<file path="src/rta_pkg.sv">
// Constants and types for the real-time-clock timer, alarm and capture core
package rta_pkg;

  // ---------------------------------------------------------------
  // Indirect register map
  // ---------------------------------------------------------------
  localparam logic [3:0] ADR_CAPTURE0   = 4'h0;
  localparam logic [3:0] ADR_CAPTURE5   = 4'h5;
  localparam logic [3:0] ADR_CONTROL    = 4'h6;
  localparam logic [3:0] ADR_OSC_CTRL   = 4'h7;
  localparam logic [3:0] ADR_ALARM0     = 4'h8;
  localparam logic [3:0] ADR_ALARM5     = 4'hD;

  // ---------------------------------------------------------------
  // Field positions
  // ---------------------------------------------------------------
  localparam int CTL_ENABLE_BIT   = 7;
  localparam int CTL_RUN_BIT      = 4;
  localparam int CTL_AEN_BIT      = 3;
  localparam int CTL_ALARM_BIT    = 2;
  localparam int CTL_LOAD_BIT     = 1;
  localparam int CTL_SNAP_BIT     = 0;
  localparam int OSC_AGC_BIT      = 7;
  localparam int OSC_XSEL_BIT     = 6;
  localparam int OSC_BIAS_BIT     = 5;
  localparam int OSC_VALID_BIT    = 4;
  localparam int OSC_VBAT_BIT     = 0;
  localparam int ADR_BUSY_BIT     = 7;

  // ---------------------------------------------------------------
  // Widths and reset values
  // ---------------------------------------------------------------
  localparam int TIMER_W = 47;
  localparam int NBYTES  = 6;
  localparam logic [7:0] CAPTURE_RESET = 8'hFF;
  localparam logic [7:0] ALARM_RESET   = 8'hFF;
  localparam logic [7:0] BYTE_ZERO     = 8'h00;

  // ---------------------------------------------------------------
  // Types
  // ---------------------------------------------------------------
  typedef struct packed {
    logic       adr_wr;
    logic       dat_wr;
    logic [7:0] wdata;
  } rta_cpu_s;

  typedef enum logic [1:0] {
    XFER_IDLE,
    XFER_LOAD,
    XFER_SNAP
  } rta_xfer_e;

endpackage

</file>
<file path="src/rta_core.sv">
// Timer, alarm comparator, capture path and oscillator control of the RTC
`timescale 1ns/1ps

// How it works
// - 47-bit timer counts up once per RTC tick while timer_run is 1.
// - Load and snapshot work while the timer keeps running.
// - Load value is capture bytes with bit 0 of byte 0 dropped.
// - Writing 1 to timer_load_request copies capture bytes into the timer.
// - timer_load_request clears itself once the load has happened.
// - timer_snapshot_request=1 copies timer into capture, timer LSB at bit 1.
// - timer_snapshot_request clears itself when the snapshot is stored.
// - Full 47-bit timer compared continuously against the alarm target.
// - Alarm fires when timer is greater than or equal to target.
// - Alarm with interrupt enabled requests the RTC interrupt.
// - Alarm with reset source enabled requests a whole-chip reset.
// - Alarm always wakes the internal oscillator from suspend.
module rta_core
  import rta_pkg::*;
(
  input  wire logic       sys_clk,
  input  wire logic       rst,
  input  wire logic       rtc_tick,
  input  wire rta_cpu_s   cpu,
  input  wire logic       irq_enable,
  input  wire logic       reset_source_enable,
  input  wire logic       osc_clock_valid,
  input  wire logic       backup_battery_enable,
  output logic [7:0]      indirect_address_port,
  output logic [7:0]      indirect_data_port,
  output logic            rtc_irq,
  output logic            mcu_reset_req,
  output logic            osc_wake,
  output logic            auto_gain_enable,
  output logic            crystal_select,
  output logic            bias_double,
  output logic            rtc_enable
);

  // ---------------------------------------------------------------
  // State
  // ---------------------------------------------------------------
  logic [7:0]         timer_capture_bytes [NBYTES];
  logic [7:0]         alarm_target_bytes  [NBYTES];
  logic [TIMER_W-1:0] timer;
  logic [TIMER_W-1:0] alarm_target;
  logic [TIMER_W-1:0] load_value;
  logic [8*NBYTES-1:0] cap_flat;
  logic [8*NBYTES-1:0] next_cap_flat;
  logic               timer_run;
  logic               alarm_event_enable;
  logic               alarm_flag;
  logic               timer_load_request;
  logic               timer_snapshot_request;
  logic               alarm_hit;
  logic               data_wr;
  rta_xfer_e          xfer;

  function automatic logic is_addr(input logic [7:0] a,
                                   input logic [3:0] target);
    is_addr = (a[3:0] == target) && (a[6:4] == 3'h0);
  endfunction

  function automatic logic in_range(input logic [7:0] a,
                                    input logic [3:0] lo,
                                    input logic [3:0] hi);
    in_range = (a[6:4] == 3'h0) && (a[3:0] >= lo) && (a[3:0] <= hi);
  endfunction

  assign data_wr = cpu.dat_wr;

  // ---------------------------------------------------------------
  // Indirect address register
  // ---------------------------------------------------------------
  // Accesses finish in one cycle, so the busy bit always reads 0
  always_ff @(posedge sys_clk or posedge rst) begin
    if (rst) begin
      indirect_address_port <= BYTE_ZERO;
    end else if (cpu.adr_wr) begin
      indirect_address_port <= {1'b0, cpu.wdata[6:0]};
    end
  end

  // ---------------------------------------------------------------
  // Byte views of the 47-bit quantities
  // ---------------------------------------------------------------
  genvar gi;
  generate
    for (gi = 0; gi < NBYTES; gi++) begin : g_flat
      assign cap_flat[8*gi +: 8] = timer_capture_bytes[gi];
      assign alarm_target[(8*gi) +: ((gi == NBYTES-1) ? 7 : 8)] =
        alarm_target_bytes[gi][((gi == NBYTES-1) ? 7 : 8)-1:0];
    end
  endgenerate

  // set value skips capture bit 0
  assign load_value    = cap_flat[TIMER_W:1];
  // timer LSB lands on capture bit 1
  assign next_cap_flat = {timer, 1'b0};

  // ---------------------------------------------------------------
  // Transfer sequencer
  // ---------------------------------------------------------------
  // load first, snapshot on a later tick
  always_comb begin
    xfer = XFER_IDLE;
    if (rtc_tick) begin
      if (timer_load_request) begin
        xfer = XFER_LOAD;
      end else if (timer_snapshot_request) begin
        xfer = XFER_SNAP;
      end
    end
  end

  // ---------------------------------------------------------------
  // Timer
  // ---------------------------------------------------------------
  always_ff @(posedge sys_clk or posedge rst) begin
    if (rst) begin
      timer <= '0;
    end else begin
      case (xfer)
        XFER_LOAD: begin
          timer <= load_value;
        end
        default: begin
          if (rtc_tick && timer_run) begin
            timer <= timer + 1'b1;
          end
        end
      endcase
    end
  end

  // ---------------------------------------------------------------
  // Capture and alarm bytes
  // ---------------------------------------------------------------
  generate
    for (gi = 0; gi < NBYTES; gi++) begin : g_bytes
      always_ff @(posedge sys_clk or posedge rst) begin
        if (rst) begin
          timer_capture_bytes[gi] <= CAPTURE_RESET;
        end else if (xfer == XFER_SNAP) begin
          timer_capture_bytes[gi] <= next_cap_flat[8*gi +: 8];
        end else if (data_wr &&
                     is_addr(indirect_address_port,
                             ADR_CAPTURE0 + 4'(gi))) begin
          timer_capture_bytes[gi] <= cpu.wdata;
        end
      end

      always_ff @(posedge sys_clk or posedge rst) begin
        if (rst) begin
          alarm_target_bytes[gi] <= ALARM_RESET;
        end else if (data_wr &&
                     is_addr(indirect_address_port,
                             ADR_ALARM0 + 4'(gi))) begin
          alarm_target_bytes[gi] <= cpu.wdata;
        end
      end
    end
  endgenerate

  // ---------------------------------------------------------------
  // Control register
  // ---------------------------------------------------------------
  always_ff @(posedge sys_clk or posedge rst) begin
    if (rst) begin
      rtc_enable         <= 1'b0;
      timer_run          <= 1'b0;
      alarm_event_enable <= 1'b0;
    end else if (data_wr && is_addr(indirect_address_port, ADR_CONTROL)) begin
      rtc_enable         <= cpu.wdata[CTL_ENABLE_BIT];
      timer_run          <= cpu.wdata[CTL_RUN_BIT];
      alarm_event_enable <= cpu.wdata[CTL_AEN_BIT];
    end
  end

  // Writing 0 to a request bit never cancels a pending transfer
  always_ff @(posedge sys_clk or posedge rst) begin
    if (rst) begin
      timer_load_request <= 1'b0;
    end else if (data_wr && is_addr(indirect_address_port, ADR_CONTROL) &&
                 cpu.wdata[CTL_LOAD_BIT]) begin
      timer_load_request <= 1'b1;
    end else if (xfer == XFER_LOAD) begin
      timer_load_request <= 1'b0;
    end
  end

  always_ff @(posedge sys_clk or posedge rst) begin
    if (rst) begin
      timer_snapshot_request <= 1'b0;
    end else if (data_wr && is_addr(indirect_address_port, ADR_CONTROL) &&
                 cpu.wdata[CTL_SNAP_BIT]) begin
      timer_snapshot_request <= 1'b1;
    end else if (xfer == XFER_SNAP) begin
      timer_snapshot_request <= 1'b0;
    end
  end

  // ---------------------------------------------------------------
  // Alarm
  // ---------------------------------------------------------------
  // full-width compare
  // greater or equal, not only equal
  assign alarm_hit = alarm_event_enable && (timer >= alarm_target);

  // Set wins over a software clear in the same cycle
  always_ff @(posedge sys_clk or posedge rst) begin
    if (rst) begin
      alarm_flag <= 1'b0;
    end else if (alarm_hit) begin
      alarm_flag <= 1'b1;
    end else if (data_wr && is_addr(indirect_address_port, ADR_CONTROL) &&
                 !cpu.wdata[CTL_ALARM_BIT]) begin
      alarm_flag <= 1'b0;
    end
  end

  always_ff @(posedge sys_clk or posedge rst) begin
    if (rst) begin
      rtc_irq       <= 1'b0;
      mcu_reset_req <= 1'b0;
      osc_wake      <= 1'b0;
    end else begin
      rtc_irq       <= irq_enable && (alarm_flag || alarm_hit);
      mcu_reset_req <= reset_source_enable && alarm_hit;
      osc_wake      <= alarm_hit;
    end
  end

  // ---------------------------------------------------------------
  // Oscillator control
  // ---------------------------------------------------------------
  // writable oscillator settings
  always_ff @(posedge sys_clk or posedge rst) begin
    if (rst) begin
      auto_gain_enable <= 1'b0;
      crystal_select   <= 1'b0;
      bias_double      <= 1'b0;
    end else if (data_wr &&
                 is_addr(indirect_address_port, ADR_OSC_CTRL)) begin
      auto_gain_enable <= cpu.wdata[OSC_AGC_BIT];
      crystal_select   <= cpu.wdata[OSC_XSEL_BIT];
      bias_double      <= cpu.wdata[OSC_BIAS_BIT];
    end
  end

  // ---------------------------------------------------------------
  // Read data, one cycle behind the address
  // ---------------------------------------------------------------
  always_ff @(posedge sys_clk or posedge rst) begin
    if (rst) begin
      indirect_data_port <= BYTE_ZERO;
    end else begin
      indirect_data_port <= BYTE_ZERO;
      if (in_range(indirect_address_port, ADR_CAPTURE0, ADR_CAPTURE5)) begin
        indirect_data_port <=
          timer_capture_bytes[indirect_address_port[2:0]];
      end else if (in_range(indirect_address_port,
                            ADR_ALARM0, ADR_ALARM5)) begin
        indirect_data_port <=
          alarm_target_bytes[3'(indirect_address_port[3:0] - ADR_ALARM0)];
      end else if (is_addr(indirect_address_port, ADR_CONTROL)) begin
        indirect_data_port[CTL_ENABLE_BIT] <= rtc_enable;
        indirect_data_port[CTL_RUN_BIT]    <= timer_run;
        indirect_data_port[CTL_AEN_BIT]    <= alarm_event_enable;
        indirect_data_port[CTL_ALARM_BIT]  <= alarm_flag;
        indirect_data_port[CTL_LOAD_BIT]   <= timer_load_request;
        indirect_data_port[CTL_SNAP_BIT]   <= timer_snapshot_request;
      end else if (is_addr(indirect_address_port, ADR_OSC_CTRL)) begin
        // valid and battery bits are read-only
        indirect_data_port[OSC_AGC_BIT]   <= auto_gain_enable;
        indirect_data_port[OSC_XSEL_BIT]  <= crystal_select;
        indirect_data_port[OSC_BIAS_BIT]  <= bias_double;
        indirect_data_port[OSC_VALID_BIT] <= osc_clock_valid;
        indirect_data_port[OSC_VBAT_BIT]  <= backup_battery_enable;
      end
    end
  end

endmodule

</file>
<file path="config.mk">
export PLATFORM = sky130hd
export DESIGN_NAME = rta_core
export DESIGN_NICKNAME = d
export VERILOG_FILES = /design/src/rta_pkg.sv /design/src/rta_core.sv
export SDC_FILE = /design/constraint.sdc
export NUM_CORES = 1
export LEC_CHECK = 0
export BUFFER_PORTS_ARGS = -buffer_cell sky130_fd_sc_hd__buf_2
export CAP_MARGIN = 20
export CORE_ASPECT_RATIO = 0.5
export CORE_MARGIN = 1
export CORE_UTILIZATION = 35
export CTS_CLUSTER_SIZE = 24
export DETAILED_ROUTE_END_ITERATION = 10
export PLACE_DENSITY_LB_ADDON = 0.1
export SLEW_MARGIN = 30
export SYNTH_ARGS = -nofsm -noshare
export SYNTH_HDL_FRONTEND = slang
export SYNTH_SLANG_ARGS = --single-unit
</file>
<file path="constraint.sdc">
create_clock -name sys_clk -period 17.4 [get_ports sys_clk]
set_input_delay 3.48 -clock sys_clk [delete_from_list [all_inputs] [get_ports sys_clk]]
set_output_delay 3.48 -clock sys_clk [all_outputs]
set_load 0.01 [all_outputs]
</file>
==> results of run 1 <==
==> final timing paths <==
check                                   startpoint                     to  cells past startpoint
max in group asynchronous                      rst               timer[3]                      3
min in group asynchronous                      rst              timer[42]                      2
worst min-delay path                   bias_double  indirect_data_port[5]                      2
worst min register to register         bias_double  indirect_data_port[5]                      2
worst max register to register  timer_load_request           cap_flat[14]                      6
worst max-delay path                      rtc_tick           cap_flat[14]                      7
==> layer usage <==
| layer | GRT usage, % | up-vias |
|---|---|---|
| met4 | 6.33 | 0 |
| met1 | 35.9 | 4208 |
| li1 | - | 3764 |
| met3 | 5.84 | 31 |
| met5 | 0 | - |
| met2 | 34.5 | 241 |
==> state kept, by name, indices dropped and copies added (netlist names), 7 cells and up <==
name                   flops
indirect_address_port      7
cap_flat                  48
timer                     47
alarm_target              47
indirect_data_port         8
==> critical path: stages <==
cell	delay, ns
buf_2	0.08
buf_4	0.46
nor2b_1	0.33
nand2_2	0.43
buf_4	0.50
nor2_1	0.19
a21oi_1	0.06
==> power groups by stage <==
stage               Sequential, mW  Combinational, mW  Clock [mW]
floorplan                    0.568              0.208           0
global placement             0.617              0.273           0
detailed placement           0.617              0.283           0
CTS                          0.612              0.284       0.387
global route                 0.624              0.319       0.404
finish                       0.614              0.284       0.382
==> logic make-up after synthesis <==
logic type	count (synthesis)	share of synthesized area, %
and+or+nand+nor	301	15.1
AOI/OAI and AO/OA	261	15.7
DFF	170	43.4
buffers and inverters	135	5.21
muxes	112	13.5
adders and majority gates	48	5.95
xor gates and xnor gates	14	1.22
other	1	0.0372
==> cell type report <==
| cell class | count | area (sq um) |
|---|---|---|
| clock buffers | 17 | 425 |
| flip-flops and latches | 170 | 4380 |
| clock inverters | 15 | 141 |
| multi-input cells | 737 | 5210 |
| inverters | 73 | 282 |
| well taps | 382 | 478 |
| fillers | 2764 | 16800 |
| repair buffers | 49 | 273 |
==> synthesized netlist by cell type, types with 3 or more instances <==
cell | count | area (sq um)
nor2b_1 | 8 | 50.1
o211ai_1 | 7 | 52.6
dfstp_2 | 96 | 2520
buf_2 | 8 | 40.0
nor2_1 | 79 | 297
nand2_1 | 98 | 368
xnor2_1 | 4 | 35.0
a31o_2 | 6 | 52.6
xor2_1 | 10 | 87.6
a31oi_1 | 9 | 56.3
a21oi_1 | 88 | 440
clkbuf_1 | 44 | 165
nor4_2 | 3 | 37.5
and3_1 | 13 | 81.3
mux2i_1 | 67 | 671
a21o_1 | 5 | 37.5
a22o_1 | 10 | 87.6
a211oi_1 | 4 | 30.0
or4_1 | 3 | 22.5
a222oi_1 | 3 | 30.0
mux2_2 | 29 | 327
or3_1 | 4 | 25.0
o31ai_1 | 5 | 37.5
nand4_1 | 26 | 163
o22ai_1 | 19 | 119
mux4_2 | 16 | 360
dfrtp_1 | 74 | 1850
nor3_1 | 6 | 30.0
nand2b_1 | 4 | 25.0
inv_1 | 72 | 270
and4_1 | 6 | 52.6
buf_1 | 7 | 26.3
a22oi_1 | 14 | 105
o21ai_0 | 69 | 345
and2_1 | 4 | 25.0
nor3_4 | 4 | 65.1
ha_1 | 48 | 601
nand3_1 | 26 | 130
nor4_1 | 4 | 25.0
==> metrics by stage <==
stage | total power, mW | worst slack [ns]
after floorplan | 0.777 | 9.48
after global placement | 0.890 | 11.82
after detailed placement | 0.900 | 11.73
after CTS | 1.28 | 12.21
after global routing | 1.35 | 11.97
final | 1.28 | 12.16
==> placed cells by master (no fill, tap or decap), drive strengths merged, types with 5 or more instances in the layout <==
master / count
and2: 6
inv: 78
ha: 48
nor2: 79
o21ai: 71
nand3: 28
nand4: 27
o211ai: 7
xor2: 10
dfstp: 96
nand2: 98
and4: 6
clkbuf: 17
clkinv: 6
o22ai: 19
a21oi: 88
nor4: 7
dfrtp: 74
mux2i: 67
a31oi: 9
mux2: 29
a22oi: 14
a21o: 5
buf: 49
mux4: 16
nor3: 11
a31o: 6
o31ai: 5
nor2b: 8
and3: 13
a22o: 10
==> metrics, run 1 <==
status=completed; total CTS buffers=17; setup tns final=0 ns; Post-synth EDFFs=0; CTS H-Tree Depth=4; Post CTS Setup Buffer Count=0; Synth cell types=between 70 and 80; peak fanout along the critical path=62; DRT Wirelength=between 30 and 40 mm; antenna violations before repair=1; input/output buffers=38; drt pass-1 iters=5; clk_lat worst skew=roughly 0.46 ns; Reg power frac=a little under half; TritonCTS clock tree=yes; WL/cell=23.9 microns; Mapped Area=between 0.01 and 0.015 sq mm; VDD IR max=~0.066 mV; combinational share of power=around 22%; Remaining Overflow, GRT=0; top sig layer=met4; post-cts resize count=0; Yosys warning count=0; total number of vias=8,244; die width=roughly 240 microns; Reg2Reg Setup Slack=about 14 ns; Setup Skew=around 0.013 ns; Syn Nets=1,107; vias per inst=5.71; Diodes inserted=0; fin nets=about 1.1k; Core ar.=about 0.028 sq mm; Worst Path Arrival=~5.6 ns; Slew headroom=roughly 41%; CP Data Required Time=about 18 ns; DP Cell Count=1,411; Hold Crit Class=flop to flop; Placed Instance Area=0.0106 sq mm; global-route wire length before repair=between 50 and 60 mm; ANT nets after route=0; Pint=approximately 0.84 mW; row count=43; Post-synth top flop=dfstp_2; vias in the first global route=between 7k and 8k; 1st-iter DRT viols=about 810; GRT Total Usage=about a quarter; max_cap viols=0; Clk pin slew, worst setup/hold paths=approximately 0.07 ns; CTS Hold Bufs=0; clock power share=between 20 and 30%; final non-filler cell total=between 1k and 1.5k; leakage power=roughly 5.0 nW; Sink Count=170; minimum clock period=between 5 and 6 ns; DP HPWL=24.1 mm; die area=0.0295 sq mm; Clock Tree Buf Depth=2; DIE HEIGHT=122 microns; largest net degree at the start of global routing=107; clock root cell=clkbuf_16; RSZ-0062 raised after global routing=no; post-route cell area=0.0112 sq mm; sw frac=34.5%; Fin. Hold Viols=0; net load switching power=0.441 mW; Post-Syn Instances=around 1.0k; Area Overhead vs Synth=10.9%; wire length on met2=between 10 and 15 mm; # IOs=40; M1 wire length=between 15 and 20 mm; register bit total from synthesis=between 150 and 200; worst slew pin tran=0.886 ns; fin util=39.9%; Final Max Tran Viols=0; Placer Congestion=around 0.88; met3 routed WL=between 2 and 2.5 mm; Post-synth ARST share=between 90% and 100%; Worst Path Class, Setup=primary input to flop; share of cells above drive strength 1=a little under a quarter; fin crit share=a little under a third; sequential share of the synthesized area=43.4%; Final setup viols=0; pwr/cell area=114 mW/mm^2; fmax=roughly 190 MHz; crit path capture type=flop; synthesized area per cell=about 9.7 sq um; CP Launch Type=primary input; Hold Worst Slack=0.503 ns; # DRC=0; initial core utilization=between 30% and 40%
No activity file was read; power rests on OpenSTA's default activity.
==> inputs of run 2 (changes only) <==
==> constraint.sdc (replaced) <==
create_clock -name sys_clk -period 4.97 [get_ports sys_clk]
set_input_delay 0.994 -clock sys_clk [delete_from_list [all_inputs] [get_ports sys_clk]]
set_output_delay 0.994 -clock sys_clk [all_outputs]
set_load 0.01 [all_outputs]
==> run 2 against run 1 <==
Via count rose by 0.11%. Non-clock buffer count is 2 higher. Setup slack worse by 10 ns. Clock skew fell by 0.0036 ns. Power rose to 3.5 times the previous value. Critical path type is now flop to flop. Cell count is 0.14% higher. Highest routed layer unchanged. Flip-flop and latch count unchanged. Critical path depth grew 1. Largest power group unchanged. Wire length rose by 0.90%. Combinational power rose to 3.5 times the previous value.
==> metrics, run 2 (synthesized netlist as in run 1, its figures left out) <==
post-cts resize count=0; worst r2r path cells=8; critical path's slowest cell=o31ai_1; worst slew pin tran=0.881 ns; die width=242 microns; crit path to=rtc_irq; TritonCTS clock tree=yes; WL/cell=roughly 24 microns; CTS H-Tree Depth=4; DRT Wirelength=34.8 mm; Core ar.=around 0.028 sq mm; max incr delay on CP=slightly above 0.7 ns; Worst Path Arrival=around 3.2 ns; Hold Crit Class=flop to flop; Remaining Overflow, GRT=0; Final Max Tran Viols=0; multi-input logic area=0.00520 sq mm; GRT Total Usage=~25%; status=completed; setup slack at placement=1.86 ns; RSZ-0062 raised after global routing=no; Reg2Reg Launch Point=alarm_target[4]; crit path capture type=flop; CTS Hold Bufs=0; Tot Pwr=between 4 and 5 mW; Clk pin slew, worst setup/hold paths=0.07 ns; initial core utilization=between 30% and 40%; fin crit share=about three fifths; clock root cell=clkbuf_16; peak fanout along the critical path=4; Post CTS Setup Buffer Count=0; crit-path cells=inv_1 -> ha_1 -> a211oi_1 -> nor2_1 -> o31ai_1 -> a41oi_1 -> o31ai_1 -> a21boi_0; fin util=about two fifths; fin nets=1,115; Placer Congestion=approximately 0.87; die area=slightly below 0.03 sq mm; Largest register FFs=48; row count=43; most common cell after layout, fill and taps aside=nand2_1; fin worst setup slack=2.05 ns; vias per inst=approximately 5.7; Area Overhead vs Synth=11.4%; Reg2Reg Setup Slack=2.05 ns; Diodes inserted=0; total number of vias=approximately 8.3k; Sink Count=170; setup tns final=0 ns; Reg power frac=approximately 48%; most frequent cells in the layout=97 x nand2_1, 96 x dfstp_2, 88 x a21oi_1; pwr/cell area=~400 mW/mm^2; CP Data Required Time=roughly 5.3 ns; Setup Skew=between 0.009 and 0.01 ns; most frequent CP cell=o31ai_1; # IOs=40; sw frac=33.1%; antenna violations before repair=1; vias in the first global route=roughly 7.8k; DIE HEIGHT=approximately 120 microns; Pint=around 3.0 mW; minimum clock period=~2.9 ns; Sequential Area=between 0.004 and 0.005 sq mm; net load switching power=~1.5 mW; drt pass-1 iters=5; VDD IR max=0.245 mV; Final setup viols=0; # DRC=0; leakage power=5.07 nW; ANT nets after route=0; 1st-iter DRT viols=approximately 950; Clock Tree Buf Depth=2; Slew headroom=between 40% and 50%; Hold Worst Slack=just under 0.5 ns; FF-to-FF End=rtc_irq; largest net degree at the start of global routing=70; Worst Path Class, Setup=flop to flop; input/output buffers=38; CP Launch Type=flop; Fillers=about 2.7k; share of cells above drive strength 1=about a quarter; fmax=~340 MHz; clock power share=slightly above 30%; DP HPWL=24.6 mm; global-route wire length before repair=52.8 mm; combinational share of power=approximately 22%; Worst Setup SP=alarm_target[4]; clk_lat worst skew=0.46 ns; max_cap viols=0; total CTS buffers=17; Fin. Hold Viols=0
[run 2: metal layers]
metal,up-vias,track usage [%],part of all wire [%]
met3,33,5.82,7.0
met1,4184,37.0,50
met5,-,0,0
met4,0,7.59,1.8
li1,3784,-,-
met2,252,34.4,41
[run 2: power groups by stage]
stage / Clock (mW) / Sequential (mW) / Combinational (mW)
2_1_floorplan: 0 / 1.99 / 0.729
3_3_place_gp: 0 / 2.17 / 0.954
3_5_place_dp: 0 / 2.17 / 0.975
4_1_cts: 1.40 / 2.15 / 0.978
5_1_grt: 1.46 / 2.20 / 1.11
6_report: 1.38 / 2.16 / 0.987
[run 2: worst min path at each step]
stage / startpoint / end / cells past startpoint
floorplan: timer_snapshot_request / cap_flat[0] / 1
global placement: bias_double / indirect_data_port[5] / 2
detailed placement: bias_double / indirect_data_port[5] / 2
CTS: bias_double / indirect_data_port[5] / 2
global route: alarm_target[17] / alarm_target[17] / 2
finish: bias_double / indirect_data_port[5] / 2
[run 2: worst max-delay path: cells and delay by family (launching register included)]
family                     cells  cell delay (ns)
adders and majority gates      1             0.29
DFF                            1             0.55
and+or+nand+nor                1             0.08
buffers and inverters          1             0.06
AOI/OAI and AO/OA              5             1.79
[run 2: final cells by class]
type | instances | area share (%)
Multi-Input combinational cell | 737 | 46.3
Clock buffer | 23 | 4.34
Clock inverter | 9 | 0.846
Sequential cell | 170 | 38.9
Tap cell | 382 | 4.25
Inverter | 73 | 2.47
Timing Repair Buffer | 51 | 2.89
[run 2: stage by stage]
step / std cells / area, sq um
2_1_floorplan: 1042 / 10100
3_3_place_gp: 1412 / 10600
3_5_place_dp: 1412 / 10600
4_1_cts: 1444 / 11200
5_1_grt: 1445 / 11200
6_report: 1445 / 11200
